### config.mk
export PLATFORM = sky130hd
export DESIGN_NAME = stm_core
export DESIGN_NICKNAME = d
export VERILOG_FILES = /design/src/stm_pkg.sv /design/src/stm_core.sv
export SDC_FILE = /design/constraint.sdc
export NUM_CORES = 1
export LEC_CHECK = 0
export BUFFER_PORTS_ARGS = -buffer_cell sky130_fd_sc_hd__buf_2
export CAP_MARGIN = 20
export CORE_UTILIZATION = 45
export CTS_BUF_LIST = sky130_fd_sc_hd__clkbuf_4 sky130_fd_sc_hd__clkbuf_8
export DETAILED_ROUTE_END_ITERATION = 12
export PLACE_DENSITY_LB_ADDON = 0.25
export SLEW_MARGIN = 20
export SYNTH_ARGS = -nofsm -noshare
export SYNTH_HDL_FRONTEND = slang
export SYNTH_SLANG_ARGS = --single-unit
### constraint.sdc
create_clock -name i_clk -period 5.9 [get_ports i_clk]
set_clock_uncertainty 0.1 [all_clocks]
set_input_delay 0.295 -clock i_clk [delete_from_list [all_inputs] [get_ports i_clk]]
set_output_delay 0.295 -clock i_clk [all_outputs]
set_load 0.02 [all_outputs]
### src/stm_pkg.sv
// constants and carrier types shared by the standard timer core
package stm_pkg;

  // ---------------------------------------------------------------
  // widths
  // ---------------------------------------------------------------
  localparam int CNT_W  = 16;
  localparam int BYTE_W = 8;
  localparam int PRE_W  = 6;

  // ---------------------------------------------------------------
  // count clock select codes
  // ---------------------------------------------------------------
  localparam logic [2:0] CKS_SYS_DIV4 = 3'h0;
  localparam logic [2:0] CKS_SYS      = 3'h1;
  localparam logic [2:0] CKS_HI_DIV16 = 3'h2;
  localparam logic [2:0] CKS_HI_DIV64 = 3'h3;
  localparam logic [2:0] CKS_SUB_A    = 3'h4;
  localparam logic [2:0] CKS_SUB_B    = 3'h5;
  localparam logic [2:0] CKS_EXT_RISE = 3'h6;
  localparam logic [2:0] CKS_EXT_FALL = 3'h7;

  // prescaler terminal masks for the divided internal rates
  localparam logic [PRE_W-1:0] PRE_MASK_DIV4  = 6'h03;
  localparam logic [PRE_W-1:0] PRE_MASK_DIV16 = 6'h0f;
  localparam logic [PRE_W-1:0] PRE_MASK_DIV64 = 6'h3f;

  // ---------------------------------------------------------------
  // operating mode field codes
  // ---------------------------------------------------------------
  localparam logic [1:0] MODE_COMPARE = 2'h0;
  localparam logic [1:0] MODE_UNDEF   = 2'h1;
  localparam logic [1:0] MODE_PWM_SP  = 2'h2;
  localparam logic [1:0] MODE_TIMER   = 2'h3;

  // pin function codes, compare match output mode
  localparam logic [1:0] IO_NO_CHANGE = 2'h0;
  localparam logic [1:0] IO_LOW       = 2'h1;
  localparam logic [1:0] IO_HIGH      = 2'h2;
  localparam logic [1:0] IO_TOGGLE    = 2'h3;
  // pin function codes, pwm / single pulse mode
  localparam logic [1:0] IO_PWM_INACT = 2'h0;
  localparam logic [1:0] IO_PWM_ACT   = 2'h1;
  localparam logic [1:0] IO_PWM       = 2'h2;
  localparam logic [1:0] IO_PULSE     = 2'h3;

  // ---------------------------------------------------------------
  // byte access selectors and reset values
  // ---------------------------------------------------------------
  localparam logic [2:0] SEL_CNT_LO = 3'h0;
  localparam logic [2:0] SEL_CNT_HI = 3'h1;
  localparam logic [2:0] SEL_CMP_LO = 3'h2;
  localparam logic [2:0] SEL_CMP_HI = 3'h3;
  localparam logic [2:0] SEL_PERIOD = 3'h4;

  localparam logic [CNT_W-1:0]  CNT_RST    = 16'h0000;
  localparam logic [CNT_W-1:0]  CNT_ALL1   = 16'hffff;
  localparam logic [BYTE_W-1:0] BYTE_RST   = 8'h00;
  localparam logic [PRE_W-1:0]  PRE_RST    = 6'h00;

  // ---------------------------------------------------------------
  // carrier types
  // ---------------------------------------------------------------
  typedef struct packed {
    logic       enable;
    logic       pause;
    logic [2:0] clk_sel;
    logic [1:0] mode;
    logic [1:0] io_sel;
    logic       init_level;
    logic       clear_on_a;
  } stm_ctrl_s;

  typedef struct packed {
    logic        wr;
    logic        rd;
    logic [2:0]  sel;
    logic [7:0]  wdata;
  } stm_acc_s;

  typedef enum logic [1:0] {
    SP_IDLE   = 2'b01,
    SP_ACTIVE = 2'b10
  } stm_pulse_e;

endpackage

### src/stm_core.sv
// standard timer core: 16-bit up counter, two comparators, output pin
`timescale 1ns/1ps
module stm_core
  import stm_pkg::*;
(
  // clock and reset
  input  wire logic              i_clk,
  input  wire logic              i_reset_n,
  // configuration
  input  wire stm_ctrl_s         i_ctrl,
  // byte access port
  input  wire stm_acc_s          i_acc,
  output logic [BYTE_W-1:0]      o_rd_data,
  output logic                   o_rd_valid,
  // external clock sources
  input  wire logic              i_sub_clock,
  input  wire logic              i_external_count_input,
  // pin and interrupts
  output logic                   o_timer_output_pin,
  output logic                   o_irq_compare_a,
  output logic                   o_irq_period
);

  // ---------------------------------------------------------------
  // helpers
  // ---------------------------------------------------------------
  function automatic logic cmp_level(input logic [1:0] io, input logic cur);
    case (io)
      IO_LOW:    cmp_level = 1'b0;
      IO_HIGH:   cmp_level = 1'b1;
      IO_TOGGLE: cmp_level = ~cur;
      default:   cmp_level = cur;
    endcase
  endfunction

  function automatic logic pre_hit(input logic [PRE_W-1:0] pre,
                                   input logic [PRE_W-1:0] mask);
    pre_hit = ((pre & mask) == mask);
  endfunction

  // ---------------------------------------------------------------
  // state
  // ---------------------------------------------------------------
  logic [CNT_W-1:0]  count_reg;
  logic [CNT_W-1:0]  count_next;
  logic [CNT_W-1:0]  compare_a_value_reg;
  logic [BYTE_W-1:0] period_compare_value_reg;
  logic [BYTE_W-1:0] hold_buf_reg;
  logic [PRE_W-1:0]  pre_reg;
  logic              enable_d_reg;
  logic              sub_s1_reg;
  logic              sub_s2_reg;
  logic              sub_d_reg;
  logic              ext_s1_reg;
  logic              ext_s2_reg;
  logic              ext_d_reg;
  stm_pulse_e        pulse_reg;
  stm_pulse_e        pulse_next;

  logic              enable_rise;
  logic              ext_rise;
  logic              ext_fall;
  logic              src_tick;
  logic              count_tick;
  logic              hit_a;
  logic              hit_p;
  logic              overflow;
  logic              clear_now;
  logic              pwm_mode;
  logic              pulse_mode;
  logic              pulse_trigger;

  // ---------------------------------------------------------------
  // input synchronisers and edge detection
  // ---------------------------------------------------------------
  always_ff @(posedge i_clk or negedge i_reset_n)
  begin
    if (!i_reset_n)
    begin
      sub_s1_reg <= 1'b0;
      sub_s2_reg <= 1'b0;
      sub_d_reg  <= 1'b0;
    end
    else
    begin
      sub_s1_reg <= i_sub_clock;
      sub_s2_reg <= sub_s1_reg;
      sub_d_reg  <= sub_s2_reg;
    end
  end

  always_ff @(posedge i_clk or negedge i_reset_n)
  begin
    if (!i_reset_n)
    begin
      ext_s1_reg <= 1'b0;
      ext_s2_reg <= 1'b0;
      ext_d_reg  <= 1'b0;
    end
    else
    begin
      ext_s1_reg <= i_external_count_input;
      ext_s2_reg <= ext_s1_reg;
      ext_d_reg  <= ext_s2_reg;
    end
  end

  assign ext_rise = ext_s2_reg & ~ext_d_reg;
  assign ext_fall = ~ext_s2_reg & ext_d_reg;

  always_ff @(posedge i_clk or negedge i_reset_n)
  begin
    if (!i_reset_n)
      enable_d_reg <= 1'b0;
    else
      enable_d_reg <= i_ctrl.enable;
  end

  assign enable_rise = i_ctrl.enable & ~enable_d_reg;

  // ---------------------------------------------------------------
  // count clock selection
  // ---------------------------------------------------------------
  // the high clock is taken to be the system clock; all three divided
  // rates share one free-running prescaler
  always_ff @(posedge i_clk or negedge i_reset_n)
  begin
    if (!i_reset_n)
      pre_reg <= PRE_RST;
    else
      pre_reg <= pre_reg + 6'h01;
  end

  always_comb
  begin
    case (i_ctrl.clk_sel)
      CKS_SYS_DIV4: src_tick = pre_hit(pre_reg, PRE_MASK_DIV4);
      CKS_SYS:      src_tick = 1'b1;
      CKS_HI_DIV16: src_tick = pre_hit(pre_reg, PRE_MASK_DIV16);
      CKS_HI_DIV64: src_tick = pre_hit(pre_reg, PRE_MASK_DIV64);
      CKS_SUB_A,
      CKS_SUB_B:    src_tick = sub_s2_reg & ~sub_d_reg;
      CKS_EXT_RISE: src_tick = ext_rise;
      default:      src_tick = ext_fall;
    endcase
  end

  // ---------------------------------------------------------------
  // mode decode and single pulse control
  // ---------------------------------------------------------------
  assign pwm_mode   = (i_ctrl.mode == MODE_PWM_SP) && (i_ctrl.io_sel != IO_PULSE);
  assign pulse_mode = (i_ctrl.mode == MODE_PWM_SP) && (i_ctrl.io_sel == IO_PULSE);
  // the input pin launches the pulse whatever clock is selected
  assign pulse_trigger = pulse_mode && i_ctrl.enable && ext_rise;

  always_comb
  begin
    pulse_next = pulse_reg;
    case (pulse_reg)
      SP_IDLE:
      begin
        if (pulse_trigger)
          pulse_next = SP_ACTIVE;
      end
      SP_ACTIVE:
      begin
        if (!pulse_mode || !i_ctrl.enable || hit_a)
          pulse_next = SP_IDLE;
      end
      default:
        pulse_next = SP_IDLE;
    endcase
  end

  always_ff @(posedge i_clk or negedge i_reset_n)
  begin
    if (!i_reset_n)
      pulse_reg <= SP_IDLE;
    else
      pulse_reg <= pulse_next;
  end

  // ---------------------------------------------------------------
  // counter and comparators
  // ---------------------------------------------------------------
  // in pulse mode the counter only runs while a pulse is in flight;
  // undefined mode code leaves the counter stopped
  assign count_tick = src_tick && i_ctrl.enable && !i_ctrl.pause
                      && (i_ctrl.mode != MODE_UNDEF)
                      && (!pulse_mode || (pulse_reg == SP_ACTIVE));

  assign count_next = count_reg + 16'h0001;
  assign overflow   = count_tick && (count_reg == CNT_ALL1);
  assign hit_a      = count_tick && (count_next == compare_a_value_reg);
  // period value counts in blocks of 256; zero means the full range
  assign hit_p      = count_tick && (count_next[7:0] == BYTE_RST)
                      && (count_next[15:8] == period_compare_value_reg);

  assign clear_now  = i_ctrl.clear_on_a ? hit_a : hit_p;

  always_ff @(posedge i_clk or negedge i_reset_n)
  begin
    if (!i_reset_n)
      count_reg <= CNT_RST;
    else if (enable_rise)
      count_reg <= CNT_RST;
    else if (clear_now || overflow)
      count_reg <= CNT_RST;
    else if (count_tick)
      count_reg <= count_next;
  end

  // ---------------------------------------------------------------
  // interrupts
  // ---------------------------------------------------------------
  always_ff @(posedge i_clk or negedge i_reset_n)
  begin
    if (!i_reset_n)
    begin
      o_irq_compare_a <= 1'b0;
      o_irq_period    <= 1'b0;
    end
    else
    begin
      o_irq_compare_a <= hit_a;
      o_irq_period    <= hit_p;
    end
  end

  // ---------------------------------------------------------------
  // timer output pin
  // ---------------------------------------------------------------
  always_ff @(posedge i_clk or negedge i_reset_n)
  begin
    if (!i_reset_n)
      o_timer_output_pin <= 1'b0;
    else if (enable_rise && (i_ctrl.mode != MODE_TIMER))
      o_timer_output_pin <= i_ctrl.init_level;
    else if (i_ctrl.mode == MODE_COMPARE)
    begin
      if (hit_a)
        o_timer_output_pin <= cmp_level(i_ctrl.io_sel, o_timer_output_pin);
    end
    else if (pulse_mode)
    begin
      if (pulse_next == SP_ACTIVE)
        o_timer_output_pin <= i_ctrl.init_level;
      else
        o_timer_output_pin <= ~i_ctrl.init_level;
    end
    else if (pwm_mode)
    begin
      // duty from the A value, period from the selected clear source
      case (i_ctrl.io_sel)
        IO_PWM_INACT: o_timer_output_pin <= ~i_ctrl.init_level;
        IO_PWM_ACT:   o_timer_output_pin <= i_ctrl.init_level;
        default:
          if (i_ctrl.enable && (count_reg < compare_a_value_reg))
            o_timer_output_pin <= i_ctrl.init_level;
          else
            o_timer_output_pin <= ~i_ctrl.init_level;
      endcase
    end
  end

  // ---------------------------------------------------------------
  // byte access: compare registers and shared holding buffer
  // ---------------------------------------------------------------
  // software must write low then high and read high then low; any
  // other order returns a stale buffer value, which is by design
  always_ff @(posedge i_clk or negedge i_reset_n)
  begin
    if (!i_reset_n)
      hold_buf_reg <= BYTE_RST;
    else if (i_acc.wr && (i_acc.sel == SEL_CMP_LO))
      hold_buf_reg <= i_acc.wdata;
    else if (i_acc.rd && (i_acc.sel == SEL_CNT_HI))
      hold_buf_reg <= count_reg[7:0];
    else if (i_acc.rd && (i_acc.sel == SEL_CMP_HI))
      hold_buf_reg <= compare_a_value_reg[7:0];
  end

  always_ff @(posedge i_clk or negedge i_reset_n)
  begin
    if (!i_reset_n)
      compare_a_value_reg <= CNT_RST;
    else if (i_acc.wr && (i_acc.sel == SEL_CMP_HI))
      compare_a_value_reg <= {i_acc.wdata, hold_buf_reg};
  end

  always_ff @(posedge i_clk or negedge i_reset_n)
  begin
    if (!i_reset_n)
      period_compare_value_reg <= BYTE_RST;
    else if (i_acc.wr && (i_acc.sel == SEL_PERIOD))
      period_compare_value_reg <= i_acc.wdata;
  end

  always_ff @(posedge i_clk or negedge i_reset_n)
  begin
    if (!i_reset_n)
    begin
      o_rd_data  <= BYTE_RST;
      o_rd_valid <= 1'b0;
    end
    else
    begin
      o_rd_valid <= i_acc.rd;
      if (!i_acc.rd)
        o_rd_data <= BYTE_RST;
      else if ((i_acc.sel == SEL_CNT_LO) || (i_acc.sel == SEL_CMP_LO))
        o_rd_data <= hold_buf_reg;
      else if (i_acc.sel == SEL_CNT_HI)
        o_rd_data <= count_reg[15:8];
      else if (i_acc.sel == SEL_CMP_HI)
        o_rd_data <= compare_a_value_reg[15:8];
      else if (i_acc.sel == SEL_PERIOD)
        o_rd_data <= period_compare_value_reg;
      else
        o_rd_data <= BYTE_RST;
    end
  end

endmodule // stm_core

==> impl_metrics.yaml <==
power_and_ir_drop:
  vdd_drop_max_uv: 162
  power_density_mw_per_mm2: 251
  power.total_mw: 1.38
  p_leak_nw: 2.42
timing:
  tightest_slew_ns: 0.963
  setup_tns_ns: 0
  max_freq_ghz: 0.296
  slew_headroom_pct: 35.8
  period_minus_slack_ns: 3.38
  layout_worst_path_cycle_share_pct: 57.3
  rsz0062_at_grt: "false"
  setup_viol: 0
  slew_violations: 0
  timing.final.hold_violations: 0
clock_tree:
  htreeDepth: 3
  insertion_delay_ns: 0.38
  numCtsBuffers: 9
  ctsResizeCount: 0
  cts.sinks: 75
  clock_path_buffers: 2
  cts_setup_buffers: 0
  clock_tree.root_cell: "clkbuf_8"
  cts.reportedPaths.clkPinSlew_ns: 0.09
  tritoncts: "built"
min_path:
  hold_class: "in -> reg"
grt:
  overflow: 0
  grt_pass1_wl_mm: 21.5
  grt_max_degree: 76
  antenna_found_initial: 0
  grt_pass1_vias: 4046
  track_usage_pct: 24.6
synthesis:
  syn_avg_cell_area_um2: 9.44
  ys_warn_count: 0
  synth-main-ff-cell: "dfrtp_1"
  yosys.area_share.adder_pct: 5.21
  synthXorXnorAreaFrac_pct: 7.91
  synth_nets: 583
  synth_top_family_by_area: "simple AND/OR/NAND/NOR gates"
  ys_ff_latch: 75
  syn_area_mm2: 0.00504
  synth-simple-area-share_pct: 21.2
  synthArstFlopShare_pct: 100
  synth_mux_area_share_pct: 7.49
  synth_cells: 534
  synth_cell_types: 69
  synth_compound_area_share_pct: 15.7
  synth_edf_count: 0
  ys_seq_area_share_pct: 37.2
finish:
  stdcell_area_mm2: 0.00550
  multi_input_area_mm2: 0.00290
  stdcell_count: 705
  area_growth_pct: 9.13
  fillers: 1031
  regArea_mm2: 0.00188
  nNetsFinal: 609
  drive_above_1_share_pct: 18.2
  antenna_cells: 0
route:
  drt_pass1_iterations: 7
  route.detailed.drc: 0
  vias: 4165
  postRouteAntennaNets: 0
  via_per_inst: 5.91
  wl_mm: 13.2
  wire_per_inst_um: 18.8
  drt_iter0_markers: 415
floorplan:
  ios: 40
  core_mm2: 0.0109
  rows: 38
  initial_core_util_pct: 46.3
  die_area_mm2: 0.0116
  die_y_um: 108
  die_w_um: 108
critical_path:
  start_kind: "flop"
  crit_fanout: 16
  cp_slowest_cell: "dfrtp_1"
  required_ns: 6.05
  crit_chain: "ha_1, nand4_2, or3_1, o211ai_1, o21ai_0, nor4b_2, nor4b_4, mux2i_1, nand2_2, nor2_1"
  end_kind: "flop"
  slowest_delay_ns: 0.54
  worstPathArrival_ns: 3.54
  worstSetupPathType: "reg -> reg"
status:
  status: "finished clean"
place:
  placedCellCount: 685
  routabilityCongestion: 0.911
  placed_area_mm2: 0.00528
  hpwl_mm: 9.76
  portBuffers: 39
flow_run:
  max_cap_viol_count: 0
==> final cells by class <==
cell class / instances / area share [%]
flip-flops and latches: 75 / 34.1
well taps: 140 / 3.18
clock inverters: 7 / 1.07
inverters: 35 / 2.39
multi-input cells: 396 / 52.7
clock buffers: 9 / 2.25
repair buffers: 43 / 4.32
==> power by group <==
part | leakage [nW] | internal (mW) | total, mW | switching [mW]
Clock | 0.0868 | 0.158 | 0.376 | 0.218
Combinational | 1.37 | 0.158 | 0.344 | 0.186
Sequential | 0.961 | 0.577 | 0.663 | 0.0867
Total | 2.42 | 0.893 | 1.38 | 0.491
==> critical path, delay by kind of cell (launching register included) <==
| kind | cells | cell delay (ns) |
|---|---|---|
| flops | 1 | 0.54 |
| fa+ha+maj | 1 | 0.36 |
| compound gates | 2 | 0.39 |
| simple gates | 6 | 1.72 |
| mux | 1 | 0.16 |
==> through the flow <==
| step | util (%) | setup slack, ns | hold WS, ns |
|---|---|---|---|
| floorplan | - | 3.00 | -0.101 |
| global placement | 48.5 | 2.66 | 0.237 |
| detailed placement | 48.5 | 2.55 | 0.235 |
| CTS | 50.6 | 2.53 | 0.0300 |
| global route | 50.6 | 2.19 | 0.0496 |
| finish | 50.6 | 2.52 | 0.0505 |
==> layer usage <==
layer | wire, um | up-vias | track usage [%]
met2 | 6110 | 116 | 38.6
met3 | 569 | 27 | 6.17
li1 | - | 1980 | -
met1 | 6260 | 2042 | 32.7
met5 | 0 | - | 0
met4 | 311 | 0 | 8.61
==> timing repair <==
item / CTS / global route
hold buffers: 4 / 0
hold endpoints to repair: 17 / 0
setup endpoints to repair: 0 / 0
==> path summary, 6_finish.rpt <==
path / from / end / slack [ns] / cells after the start
worst max-delay path: count_reg[1] / count_reg[10] / 2.52 / 10
min in group asynchronous: i_reset_n / pulse_reg[1] / 0.49 / 2
worst min register to register: sub_s1_reg / sub_s2_reg / 0.25 / 0
worst min-delay path: i_acc[5] / period_compare_value_reg[5] / 0.05 / 3
max in group asynchronous: i_reset_n / compare_a_value_reg[3] / 4.56 / 2
worst max register to register: count_reg[1] / count_reg[10] / 2.52 / 10
==> cells in the final DEF (no fill, tap or decap), types with 3 or more instances in the layout <==
cell type      instances
dfrtp_1               74
nor2_1                56
buf_2                 38
inv_1                 35
xnor2_1               31
a21oi_1               29
nand2_1               27
mux2_2                22
ha_1                  21
nand3_1               18
o21ai_0               16
nand2b_1              16
mux2i_1               13
xor2_1                12
nor2b_1                9
a221o_1                9
clkbuf_8               9
o221a_2                8
nor4_1                 7
nor3_1                 7
a31oi_1                6
o22ai_1                6
and3_1                 5
o211ai_1               5
o31ai_1                4
nor3b_1                4
dlygate4sd3_1          4
or4_1                  3
or2_2                  3
nor4_4                 3
a211oi_1               3
and2_1                 3
nand4_1                3
nand4b_1               3
o221ai_1               3
inv_6                  3
==> cell usage after synthesis, types with 6 or more instances <==
cell	count	area [um^2]
a21oi_1	29	145
xnor2_1	31	272
a31oi_1	6	37.5
o21ai_0	16	80.1
nor3_1	7	35.0
nor4_1	7	43.8
xor2_1	12	105
nor2_1	56	210
nor2b_1	9	56.3
nand2b_1	16	100
o22ai_1	6	37.5
nand2_1	27	101
clkbuf_1	18	67.6
buf_2	6	30.0
nand3_1	18	90.1
mux2i_1	13	130
ha_1	21	263
mux2_2	22	248
o221a_2	8	90.1
a221o_1	9	90.1
inv_1	35	131
dfrtp_1	74	1850
==> cell families after synthesis <==
logic type / Yosys count
AND/OR/NAND/NOR: 186
buffers and inverters: 63
multiplexers: 35
XOR/XNOR: 44
AO/OA/AOI/OAI: 110
adder cells (fa/ha/maj): 21
flip-flops: 75
Power figures use the tool's default switching activity.
